<file path="src/rtl/cap_defs.svh">
// Constants for the capacity gauge, key and serial port block
`ifndef CAP_DEFS_SVH
`define CAP_DEFS_SVH

// Clock rate and time figures
`define CAP_CLK_KHZ 25000
`define CAP_FLICKER_HALF_MS 250
`define CAP_DEBOUNCE_MS 20
`define CAP_LONG_PRESS_MS 2000
`define CAP_DOUBLE_GAP_MS 300

// Capacity figures in percent
`define CAP_PCT_FULL 7'h64
`define CAP_PCT_LOW 7'h05
`define CAP_PCT_EMPTY 7'h00
`define CAP_PCT_NEVER 7'h7F
`define CAP_T5_1 7'h14
`define CAP_T5_2 7'h28
`define CAP_T5_3 7'h3C
`define CAP_T5_4 7'h50
`define CAP_T4_1 7'h19
`define CAP_T4_2 7'h32
`define CAP_T4_3 7'h4B
`define CAP_T3_1 7'h21
`define CAP_T3_2 7'h42

// LED counts
`define CAP_LEDS_MAX 5
`define CAP_N3 3'h3
`define CAP_N4 3'h4
`define CAP_N5 3'h5

// Low battery warning: five flickers, ten half periods
`define CAP_LOW_HALVES 4'hA

// Serial port
`define CAP_I2C_ADDR 7'h3C
`define CAP_BYTE_BITS 4'h8

`endif

</file>
<file path="src/rtl/cap_pkg.sv">
// Types shared by the capacity gauge, key and serial port block
package cap_pkg;
   typedef logic [26:0] cap_timer_t;
   typedef enum logic [1:0] {CAP_LEDS_3, CAP_LEDS_4, CAP_LEDS_5} cap_led_cfg_t;
   typedef enum {KEY_IDLE, KEY_PRESS1, KEY_LONG, KEY_GAP, KEY_PRESS2} cap_key_state_t;
   typedef enum {I2C_IDLE, I2C_ADDR, I2C_AACK, I2C_REG, I2C_RACKW, I2C_WDATA, I2C_WACK, I2C_RDATA,
      I2C_RACK} cap_i2c_state_t;
endpackage
</file>
<file path="src/rtl/cap_key_decoder.sv">
// Push key debounce and press classification
`timescale 1ns/100ps
`include "cap_defs.svh"
module cap_key_decoder #(
   parameter int DEBOUNCE_CYC = 1,
   parameter int LONG_CYC = 1,
   parameter int GAP_CYC = 1
) (
   input wire logic sys_clk,
   input wire logic nrst,
   input wire logic ce,
   input wire logic keyPressed,
   output logic shortPress,
   output logic longPress,
   output logic doublePress
);
   import cap_pkg::*;

   localparam cap_timer_t DEB_LIM = cap_timer_t'(DEBOUNCE_CYC - 1);
   localparam cap_timer_t LONG_LIM = cap_timer_t'(LONG_CYC - 1);
   localparam cap_timer_t GAP_LIM = cap_timer_t'(GAP_CYC - 1);

   cap_key_state_t state;
   cap_timer_t debCnt;
   cap_timer_t holdCnt;
   logic keyStable;

   wire keyDiffers = keyPressed != keyStable;
   wire debDone = keyDiffers && debCnt == DEB_LIM;
   wire longHit = holdCnt == LONG_LIM;
   wire gapHit = holdCnt == GAP_LIM;

   // RULE_17: debounce filter
   always_ff @(posedge sys_clk or negedge nrst) begin
      if (!nrst) begin
         debCnt <= '0;
         keyStable <= 1'b0;
      end else if (ce) begin
         debCnt <= (keyDiffers && !debDone) ? debCnt + 1'b1 : '0;
         if (debDone) begin
            keyStable <= keyPressed;
         end
      end
   end

   // RULE_08: short, long, double classification
   always_ff @(posedge sys_clk or negedge nrst) begin
      if (!nrst) begin
         state <= KEY_IDLE;
         holdCnt <= '0;
         shortPress <= 1'b0;
         longPress <= 1'b0;
         doublePress <= 1'b0;
      end else if (ce) begin
         shortPress <= 1'b0;
         longPress <= 1'b0;
         doublePress <= 1'b0;
         holdCnt <= holdCnt + 1'b1;
         unique case (state)
            KEY_IDLE: begin
               holdCnt <= '0;
               if (keyStable) begin
                  state <= KEY_PRESS1;
               end
            end
            // RULE_17: hold time threshold
            KEY_PRESS1: begin
               if (!keyStable) begin
                  state <= KEY_GAP;
                  holdCnt <= '0;
               end else if (longHit) begin
                  longPress <= 1'b1;
                  state <= KEY_LONG;
               end
            end
            KEY_LONG: begin
               if (!keyStable) begin
                  state <= KEY_IDLE;
               end
            end
            // RULE_17: inter-press gap threshold
            KEY_GAP: begin
               if (keyStable) begin
                  state <= KEY_PRESS2;
               end else if (gapHit) begin
                  shortPress <= 1'b1;
                  state <= KEY_IDLE;
               end
            end
            KEY_PRESS2: begin
               if (!keyStable) begin
                  doublePress <= 1'b1;
                  state <= KEY_IDLE;
               end
            end
         endcase
      end
   end
endmodule

</file>
<file path="src/rtl/cap_led_key_ctrl.sv">
// Capacity LED gauge, push key actions, fast-charge LED and serial slave port
//
// Behaviour
// RULE_01: Gauge supports three, four or five LEDs.
// RULE_02: Five LEDs discharging: one per 20% band.
// RULE_03: Five LEDs charging: flicker current band LED.
// RULE_04: Four LEDs use 25% bands, same patterns.
// RULE_05: Three LEDs use 33% and 66% limits.
// RULE_06: Low battery: five first-LED flickers, no boost.
// RULE_07: Fast-charge session drives indicator pin high.
// RULE_08: Key gives short, long, double press.
// RULE_09: Short press enables ports and display.
// RULE_10: Long press toggles flashlight driver.
// RULE_11: Double press disables ports and display.
// RULE_12: Serial port runs at 100K or 400K.
// RULE_13: Grounded select pin chooses serial port.
// RULE_14: Slave answers at 0x3C, register pointer first.
// RULE_15: Flashlight and accessory data never both.
// RULE_16: Flicker toggles at equal on/off times.
// RULE_17: Debounced key with hold and gap thresholds.
`timescale 1ns/100ps
`include "cap_defs.svh"
module cap_led_key_ctrl #(
   parameter int FLICKER_HALF_CYC = `CAP_FLICKER_HALF_MS * `CAP_CLK_KHZ,
   parameter int DEBOUNCE_CYC = `CAP_DEBOUNCE_MS * `CAP_CLK_KHZ,
   parameter int LONG_CYC = `CAP_LONG_PRESS_MS * `CAP_CLK_KHZ,
   parameter int GAP_CYC = `CAP_DOUBLE_GAP_MS * `CAP_CLK_KHZ
) (
   input wire logic sys_clk,
   input wire logic nrst,
   input wire logic ce,
   input wire logic [6:0] capacity,
   input wire logic charging,
   input wire logic lowBattery,
   input wire cap_pkg::cap_led_cfg_t ledCount,
   input wire logic inFastCharge,
   input wire logic outFastCharge,
   input wire logic keyPressed,
   input wire logic accessoryMode,
   input wire logic fourth_indicator_serial_select_pin,
   input wire logic sclIn,
   input wire logic sdaIn,
   input wire logic [7:0] regRdData,
   output logic [4:0] ledOn,
   output logic voltage_set_fast_indicator_pin_out,
   output logic voltage_set_fast_indicator_pin_oe,
   output logic flashlight_or_accessory_data_pin_out,
   output logic flashlight_or_accessory_data_pin_oe,
   output logic typeAEnable,
   output logic typeCEnable,
   output logic displayOn,
   output logic boostInhibit,
   output logic serialMode,
   output logic sdaOut,
   output logic sdaOe,
   output logic [7:0] regAddr,
   output logic [7:0] regWrData,
   output logic regWrStrobe
);
   import cap_pkg::*;
   localparam cap_timer_t FLICK_LIM = cap_timer_t'(FLICKER_HALF_CYC - 1);
   logic shortPress, longPress, doublePress, flashlight_driver, strapDone, flickPhase, lowPrev;
   cap_timer_t flickCnt;
   logic [3:0] lowHalves;

   cap_key_decoder #(.DEBOUNCE_CYC(DEBOUNCE_CYC), .LONG_CYC(LONG_CYC), .GAP_CYC(GAP_CYC)) u_key (
      .sys_clk(sys_clk),
      .nrst(nrst),
      .ce(ce),
      .keyPressed(keyPressed),
      .shortPress(shortPress),
      .longPress(longPress),
      .doublePress(doublePress)
   );

   // Key actions and strap capture after reset release
   always_ff @(posedge sys_clk or negedge nrst) begin
      if (!nrst) begin
         typeAEnable <= 1'b0;
         typeCEnable <= 1'b0;
         displayOn <= 1'b0;
         flashlight_driver <= 1'b0;
         strapDone <= 1'b0;
         serialMode <= 1'b0;
      end else if (ce) begin
         // RULE_13: grounded select pin picks serial mode
         if (!strapDone) begin
            serialMode <= !fourth_indicator_serial_select_pin;
            strapDone <= 1'b1;
         end
         // RULE_09: short press turns on
         if (shortPress) begin
            typeAEnable <= 1'b1;
            typeCEnable <= 1'b1;
            displayOn <= 1'b1;
         // RULE_11: double press turns off
         end else if (doublePress) begin
            typeAEnable <= 1'b0;
            typeCEnable <= 1'b0;
            displayOn <= 1'b0;
         end
         // RULE_10: long press toggles flashlight
         if (longPress) begin
            flashlight_driver <= !flashlight_driver;
         end
      end
   end
   // RULE_15: pin serves flashlight only outside accessory mode
   assign flashlight_or_accessory_data_pin_out = flashlight_driver && !accessoryMode;
   assign flashlight_or_accessory_data_pin_oe = !accessoryMode;
   // RULE_07: fast-charge LED driven high, else released
   assign voltage_set_fast_indicator_pin_out = 1'b1;
   assign voltage_set_fast_indicator_pin_oe = inFastCharge || outFastCharge;
   // RULE_06: boost refused while battery is low
   assign boostInhibit = lowBattery;

   wire lowStart = (lowBattery && !lowPrev) || (lowBattery && shortPress);
   wire flickWrap = flickCnt == FLICK_LIM;

   // RULE_16: equal on and off half periods
   always_ff @(posedge sys_clk or negedge nrst) begin
      if (!nrst) begin
         flickCnt <= '0;
         flickPhase <= 1'b1;
         lowHalves <= 4'h0;
         lowPrev <= 1'b0;
      end else if (ce) begin
         lowPrev <= lowBattery;
         if (lowStart) begin
            flickCnt <= '0;
            flickPhase <= 1'b1;
            // RULE_06: five flickers of the first LED
            lowHalves <= `CAP_LOW_HALVES;
         end else if (flickWrap) begin
            flickCnt <= '0;
            flickPhase <= !flickPhase;
            if (lowHalves != 4'h0) begin
               lowHalves <= lowHalves - 1'b1;
            end
         end else begin
            flickCnt <= flickCnt + 1'b1;
         end
      end
   end
   // RULE_01: band limits scale with LED count
   wire [6:0] thr1 = (ledCount == CAP_LEDS_5) ? `CAP_T5_1 : (ledCount == CAP_LEDS_4) ? `CAP_T4_1 : `CAP_T3_1;
   wire [6:0] thr2 = (ledCount == CAP_LEDS_5) ? `CAP_T5_2 : (ledCount == CAP_LEDS_4) ? `CAP_T4_2 : `CAP_T3_2;
   wire [6:0] thr3 = (ledCount == CAP_LEDS_5) ? `CAP_T5_3 : (ledCount == CAP_LEDS_4) ? `CAP_T4_3 : `CAP_PCT_NEVER;
   wire [6:0] thr4 = (ledCount == CAP_LEDS_5) ? `CAP_T5_4 : `CAP_PCT_NEVER;
   wire [2:0] numLeds = (ledCount == CAP_LEDS_5) ? `CAP_N5 : (ledCount == CAP_LEDS_4) ? `CAP_N4 : `CAP_N3;
   // RULE_04: 25% bands; RULE_05: 33% and 66% limits
   wire [2:0] band = {2'b00, capacity >= thr1} + {2'b00, capacity >= thr2} + {2'b00, capacity >= thr3}
      + {2'b00, capacity >= thr4};
   wire isFull = capacity >= `CAP_PCT_FULL;
   wire isEmpty = capacity == `CAP_PCT_EMPTY;
   wire isLow = capacity < `CAP_PCT_LOW;
   // RULE_02: discharge shows band+1 steady, 1-4% flickers first, 0% dark
   // RULE_03: charge shows band steady and flickers band LED, full all steady
   wire [2:0] steadyCnt = charging ? (isFull ? numLeds : band) : ((isEmpty || isLow) ? 3'h0 : band + 3'h1);
   wire flickEn = charging ? !isFull : (isLow && !isEmpty);
   wire [2:0] flickIdx = charging ? band : 3'h0;
   wire showGauge = (displayOn || charging) && !serialMode;
   wire lowActive = lowHalves != 4'h0;
   genvar i;
   generate
      for (i = 0; i < `CAP_LEDS_MAX; i++) begin : g_led
         wire inRange = 3'(i) < numLeds;
         wire steady = 3'(i) < steadyCnt;
         wire blink = flickEn && flickIdx == 3'(i) && flickPhase;
         wire lowBlink = (i == 0) && flickPhase;
         assign ledOn[i] = serialMode ? 1'b0 : lowActive ? lowBlink : (showGauge && inRange && (steady || blink));
      end
   endgenerate
   // RULE_12: bus rates far below clock
   cap_i2c_state_t i2cState;
   logic sclPrev, sdaPrev, readDir, ackOk;
   logic [3:0] bitCnt;
   logic [7:0] shifter;
   wire sclRise = sclIn && !sclPrev;
   wire sclFall = !sclIn && sclPrev;
   wire startCond = sclIn && sclPrev && sdaPrev && !sdaIn;
   wire stopCond = sclIn && sclPrev && !sdaPrev && sdaIn;
   wire byteDone = bitCnt == `CAP_BYTE_BITS;
   // RULE_14: slave address match
   wire addrHit = shifter[7:1] == `CAP_I2C_ADDR;
   wire shiftIn = i2cState == I2C_ADDR || i2cState == I2C_REG || i2cState == I2C_WDATA;
   assign sdaOut = 1'b0;
   always_ff @(posedge sys_clk or negedge nrst) begin
      if (!nrst) begin
         i2cState <= I2C_IDLE;
         sclPrev <= 1'b1;
         sdaPrev <= 1'b1;
         bitCnt <= 4'h0;
         shifter <= 8'h00;
         readDir <= 1'b0;
         ackOk <= 1'b0;
         sdaOe <= 1'b0;
         regAddr <= 8'h00;
         regWrData <= 8'h00;
         regWrStrobe <= 1'b0;
      end else if (ce) begin
         sclPrev <= sclIn;
         sdaPrev <= sdaIn;
         regWrStrobe <= 1'b0;
         if (!serialMode) begin
            i2cState <= I2C_IDLE;
            sdaOe <= 1'b0;
         end else if (startCond) begin
            i2cState <= I2C_ADDR;
            bitCnt <= 4'h0;
            sdaOe <= 1'b0;
         end else if (stopCond) begin
            i2cState <= I2C_IDLE;
            sdaOe <= 1'b0;
         end else if (sclRise) begin
            if (shiftIn) begin
               shifter <= {shifter[6:0], sdaIn};
               bitCnt <= bitCnt + 1'b1;
            end else if (i2cState == I2C_RDATA) begin
               bitCnt <= bitCnt + 1'b1;
            end else if (i2cState == I2C_RACK) begin
               ackOk <= !sdaIn;
               if (!sdaIn) begin
                  regAddr <= regAddr + 1'b1;
               end
            end
         end else if (sclFall) begin
            unique case (i2cState)
               I2C_ADDR: begin
                  if (byteDone) begin
                     i2cState <= addrHit ? I2C_AACK : I2C_IDLE;
                     sdaOe <= addrHit;
                     readDir <= shifter[0];
                  end
               end
               I2C_AACK: begin
                  bitCnt <= 4'h0;
                  if (readDir) begin
                     i2cState <= I2C_RDATA;
                     shifter <= regRdData;
                     sdaOe <= !regRdData[7];
                  end else begin
                     i2cState <= I2C_REG;
                     sdaOe <= 1'b0;
                  end
               end
               // RULE_14: register pointer follows slave address
               I2C_REG: begin
                  if (byteDone) begin
                     regAddr <= shifter;
                     i2cState <= I2C_RACKW;
                     sdaOe <= 1'b1;
                  end
               end
               I2C_RACKW: begin
                  i2cState <= I2C_WDATA;
                  bitCnt <= 4'h0;
                  sdaOe <= 1'b0;
               end
               I2C_WDATA: begin
                  if (byteDone) begin
                     regWrData <= shifter;
                     regWrStrobe <= 1'b1;
                     i2cState <= I2C_WACK;
                     sdaOe <= 1'b1;
                  end
               end
               I2C_WACK: begin
                  regAddr <= regAddr + 1'b1;
                  i2cState <= I2C_WDATA;
                  bitCnt <= 4'h0;
                  sdaOe <= 1'b0;
               end
               I2C_RDATA: begin
                  if (byteDone) begin
                     i2cState <= I2C_RACK;
                     sdaOe <= 1'b0;
                  end else begin
                     shifter <= {shifter[6:0], 1'b0};
                     sdaOe <= !shifter[6];
                  end
               end
               I2C_RACK: begin
                  bitCnt <= 4'h0;
                  i2cState <= ackOk ? I2C_RDATA : I2C_IDLE;
                  shifter <= regRdData;
                  sdaOe <= ackOk && !regRdData[7];
               end
               I2C_IDLE: begin
                  sdaOe <= 1'b0;
               end
            endcase
         end
      end
   end
endmodule

</file>
<file path="config.mk">
export PLATFORM = sky130hd
export DESIGN_NAME = cap_led_key_ctrl
export DESIGN_NICKNAME = d
export VERILOG_FILES = /design/src/rtl/cap_pkg.sv /design/src/rtl/cap_key_decoder.sv /design/src/rtl/cap_led_key_ctrl.sv
export VERILOG_INCLUDE_DIRS = /design/src /design/src/rtl
export SDC_FILE = /design/constraint.sdc
export NUM_CORES = 1
export LEC_CHECK = 0
export BUFFER_PORTS_ARGS = -buffer_cell sky130_fd_sc_hd__buf_4
export CORE_MARGIN = 2
export CORE_UTILIZATION = 40
export CTS_CLUSTER_DIAMETER = 30
export CTS_CLUSTER_SIZE = 20
export DETAILED_ROUTE_END_ITERATION = 10
export PLACE_DENSITY = 0.69
export SLEW_MARGIN = 30
export SYNTH_ARGS = -nofsm -noshare
export SYNTH_HDL_FRONTEND = slang
export SYNTH_SLANG_ARGS = --single-unit
</file>
<file path="constraint.sdc">
create_clock -name sys_clk -period 3.82 [get_ports sys_clk]
set_input_delay 0.382 -clock sys_clk [delete_from_list [all_inputs] [get_ports sys_clk]]
set_output_delay 0.382 -clock sys_clk [all_outputs]
set_load 0.02 [all_outputs]
</file>
==> flow_summary_export.csv <==
group,metric,value,unit
worst_setup_path,path_buf_inv,7,
worst_setup_path,cpPeakStageDelay,550,ps
drt,ant_nets,0,
timing,setup_viol,5,
clock_network,clock-root-buffer,"clkbuf_16",
drt,drc,0,
floorplan,num_rows,52,
pwr,pwr-share-seq,40.9,%
drt,vias_per_cell,5.49,
floorplan,fp.dieW,146,µm
floorplan,ios,62,
cells_and_area,multi_input_area,4460,µm²
drt,wirelength,18.2,mm
logic_synthesis,syn_inst,900,
drt,wl_per_cell,14.5,µm
grt,grtUsageTotal,17.6,%
timing,final.setup.tns,-933,ps
clock_network,path_clk_slew,60,ps
pwr,pwr-share-comb,17.8,%
worst_setup_path,slowest_stage,"fa_1",
logic_synthesis,ys.warnings.count,0,
worst_setup_path,path_max_fanout,4,
cells_and_area,fillers,1889,
clock_network,cts_buffers,17,
placed_design,numPortBuffers,59,
grt,grt_pass1_vias,6614,
timing,fin_worst_skew,5.26,ps
worst_setup_path,cp.required,3440,ps
pwr,power_frac_clock,41.3,%
cells_and_area,layout_common_cells,"dfrtp_1, buf_4, nand2_1, nor2_1, o21ai_0",
worst_setup_path,r2r_cells,7,
cells_and_area,layout-drive-gt1-share,20.0,%
flow_run,drv_cap,0,
outcome,status,"finished, violations left",
pwr,power.share.switching,28.1,%
worst_setup_path,critPathLaunchType,"input port",
worst_setup_path,reg2reg_slack,850,ps
grt,grt_overflow,0,
clock_network,h-tree-depth,4,
timing,rsz0062_at_grt,"yes",
timing,max_freq,0.247,GHz
clock_network,clkSinkCount,136,
cells_and_area,syn_to_final_growth,19.9,%
pwr,p_int,2960,µW
floorplan,start_util,40.4,%
timing,period_share,106,%
placed_design,gp_congestion,0.868,
outcome,violations,"negative setup slack",
pwr,powerDensity,423,nW/µm²
worst_setup_path,path_cells,"buf_8 > inv_4 > ha_4 > inv_4 > ha_4 > nand2b_1 > nand3b_1 > a21o_1 > a21o_1 > a21o_1 > a21oi_2 > fa_1 > inv_2 > ha_4 > inv_2 > fa_1 > inv_1 > a22oi_2 > nand2_1 > a31oi_1 > nor2_1 > buf_4",
pwr,peakVddDrop,0.315,mV
cells_and_area,seqCellArea,3410,µm²
drt,num_vias,6874,
timing,layout_setup_ws,-227,ps
worst_setup_path,critPathTopFamily,"adder cells",
logic_synthesis,synth_nets,958,
timing,hold_viol,0,
clock_network,clk_latency,420,ps
hold_path,hold_path_class,"input port to asynchronous set/reset pin",
cells_and_area,final_common_cell,"dfrtp_1",
floorplan,die_h,146,µm
drt,dr.pass1.iters,5,
logic_synthesis,ys_types,72,
timing,slew_viol_final,0,
logic_synthesis,synth_area,8100,µm²
worst_setup_path,r2r-end,"flickPhase$_DFFE_PN1P_",
drt,drtIter0Drc,431,
logic_synthesis,synth_ff_type,"dfrtp_1",
grt,grt_max_degree,102,
worst_setup_path,crit_arrival,3670,ps
floorplan,coreArea,20000,µm²
cells_and_area,insertedDiodeCount,0,
logic_synthesis,synth_edf_count,0,
clock_network,cts_tree,"yes",
grt,antenna_found_initial,0,
cells_and_area,final_nets,1027,
placed_design,preCtsSetupSlack,-326,ps
pwr,leakage,0.00425,µW
clock_network,clockBufferDepth,2,
floorplan,die_area,21400,µm²
timing,worst_pin_slew,982,ps
timing,slew_headroom,34.2,%
worst_setup_path,end_kind,"output pin",
worst_setup_path,timing.rr.start,"flickCnt[13]$_DFFE_PN0P_",
pwr,p_switching,1160,µW
placed_design,dpl.hpwl,12.5,mm
logic_synthesis,yosysSeqAreaShare,42.0,%
logic_synthesis,synth_area_per_cell,9.00,µm²
logic_synthesis,synth_seq_cells,136,
worst_setup_path,crit_type,"input port to output pin",
clock_network,ctsHoldBuffers,0,
logic_synthesis,async_flop_share,100,%
timing,min_period,4050,ps
grt,grt_pass1_wl,31.5,mm
-- routing by layer --
layer | up-vias | GRT usage [%] | share of wire (%) | wire, µm
li1 | 3359 | - | - | -
met1 | 3332 | 24.3 | 48 | 8770
met2 | 162 | 28.2 | 46 | 8460
met3 | 21 | 3.44 | 4.1 | 746
met4 | 0 | 5.63 | 1.2 | 223
met5 | - | 0 | 0 | 0
-- power groups by stage --
| stage | Clock [µW] | Sequential (µW) | Combinational, µW |
|---|---|---|---|
| finish | 1700 | 1680 | 733 |
| global route | 1790 | 1700 | 836 |
| CTS | 1730 | 1680 | 732 |
| detailed placement | 0 | 1700 | 705 |
| global placement | 0 | 1700 | 687 |
| floorplan | 0 | 1650 | 503 |
-- Yosys cell counts, types with 6 or more instances --
cell	instances	area share, %
nor4_1	16	1.2
o31ai_1	7	0.65
nand3_1	42	2.6
inv_1	42	1.9
o21ai_0	62	3.8
and3_1	22	1.7
dfrtp_1	133	41
nor2b_1	6	0.46
nor3_1	19	1.2
mux2_2	29	4.0
a31oi_1	13	1.0
clkbuf_1	31	1.4
a21oi_1	38	2.3
ha_1	27	4.2
or3_1	13	1.0
xnor2_1	29	3.1
buf_2	6	0.37
nand2_1	86	4.0
mux2i_1	7	0.86
nand2b_1	13	1.0
xor2_1	30	3.2
nor2_1	86	4.0
nand4_1	25	1.9
or2_2	6	0.46
buf_4	6	0.56
or4_1	6	0.56
-- flip-flops by register name, indices dropped and copies added (netlist names), 4 cells and up --
signal         count
bitCnt             4
flickCnt          27
i2cState           4
lowHalves          4
regAddr            8
regWrData          8
shifter            8
u_key.debCnt      27
u_key.holdCnt     27
-- kinds of logic after synthesis --
logic type      synth area share (%)
other cells                   0.0927
xor+xnor                        6.38
compound gates                  14.6
flops                           42.0
fa+ha+maj                       4.66
mux                             4.89
simple gates                    23.0
buf+inv                         4.31
-- area by class of cell --
class	count	area share, %
Clock buffer	21	4.84
Clock inverter	11	1.51
Tap cell	270	3.48
Multi-Input combinational cell	679	45.9
Inverter	42	1.67
Timing Repair Buffer	93	7.52
Sequential cell	136	35.1
-- worst max-delay path by stage --
| stage | from | to | slack, ps | cells past startpoint |
|---|---|---|---|---|
| floorplan | ledCount[0] | ledOn[4] | -40 | 19 |
| global placement | ledCount[0] | ledOn[1] | -300 | 22 |
| detailed placement | ledCount[0] | ledOn[1] | -330 | 22 |
| CTS | ledCount[0] | ledOn[4] | -290 | 19 |
| global route | ledCount[0] | ledOn[1] | -450 | 22 |
| finish | ledCount[0] | ledOn[1] | -230 | 22 |
-- metrics by stage --
stage / instances / hold slack (ps) / total power [µW] / utilization (%) / cell area (µm²)
2_1_floorplan: 900 / 86.4 / 2150 / - / 8180
3_3_place_gp: 1216 / 443 / 2390 / 44.9 / 8990
3_5_place_dp: 1216 / 448 / 2410 / 44.9 / 8990
4_1_cts: 1251 / 108 / 4140 / 48.4 / 9690
5_1_grt: 1252 / 120 / 4330 / 48.5 / 9710
6_report: 1252 / 38.7 / 4110 / 48.5 / 9710
-- what timing repair did --
item,CTS,global route
endpoints found under the setup margin,5,5
gates resized for setup,17,3
setup buffers,3,1
pin swaps,15,17
Note: power is estimated with default switching activity, not from simulation.
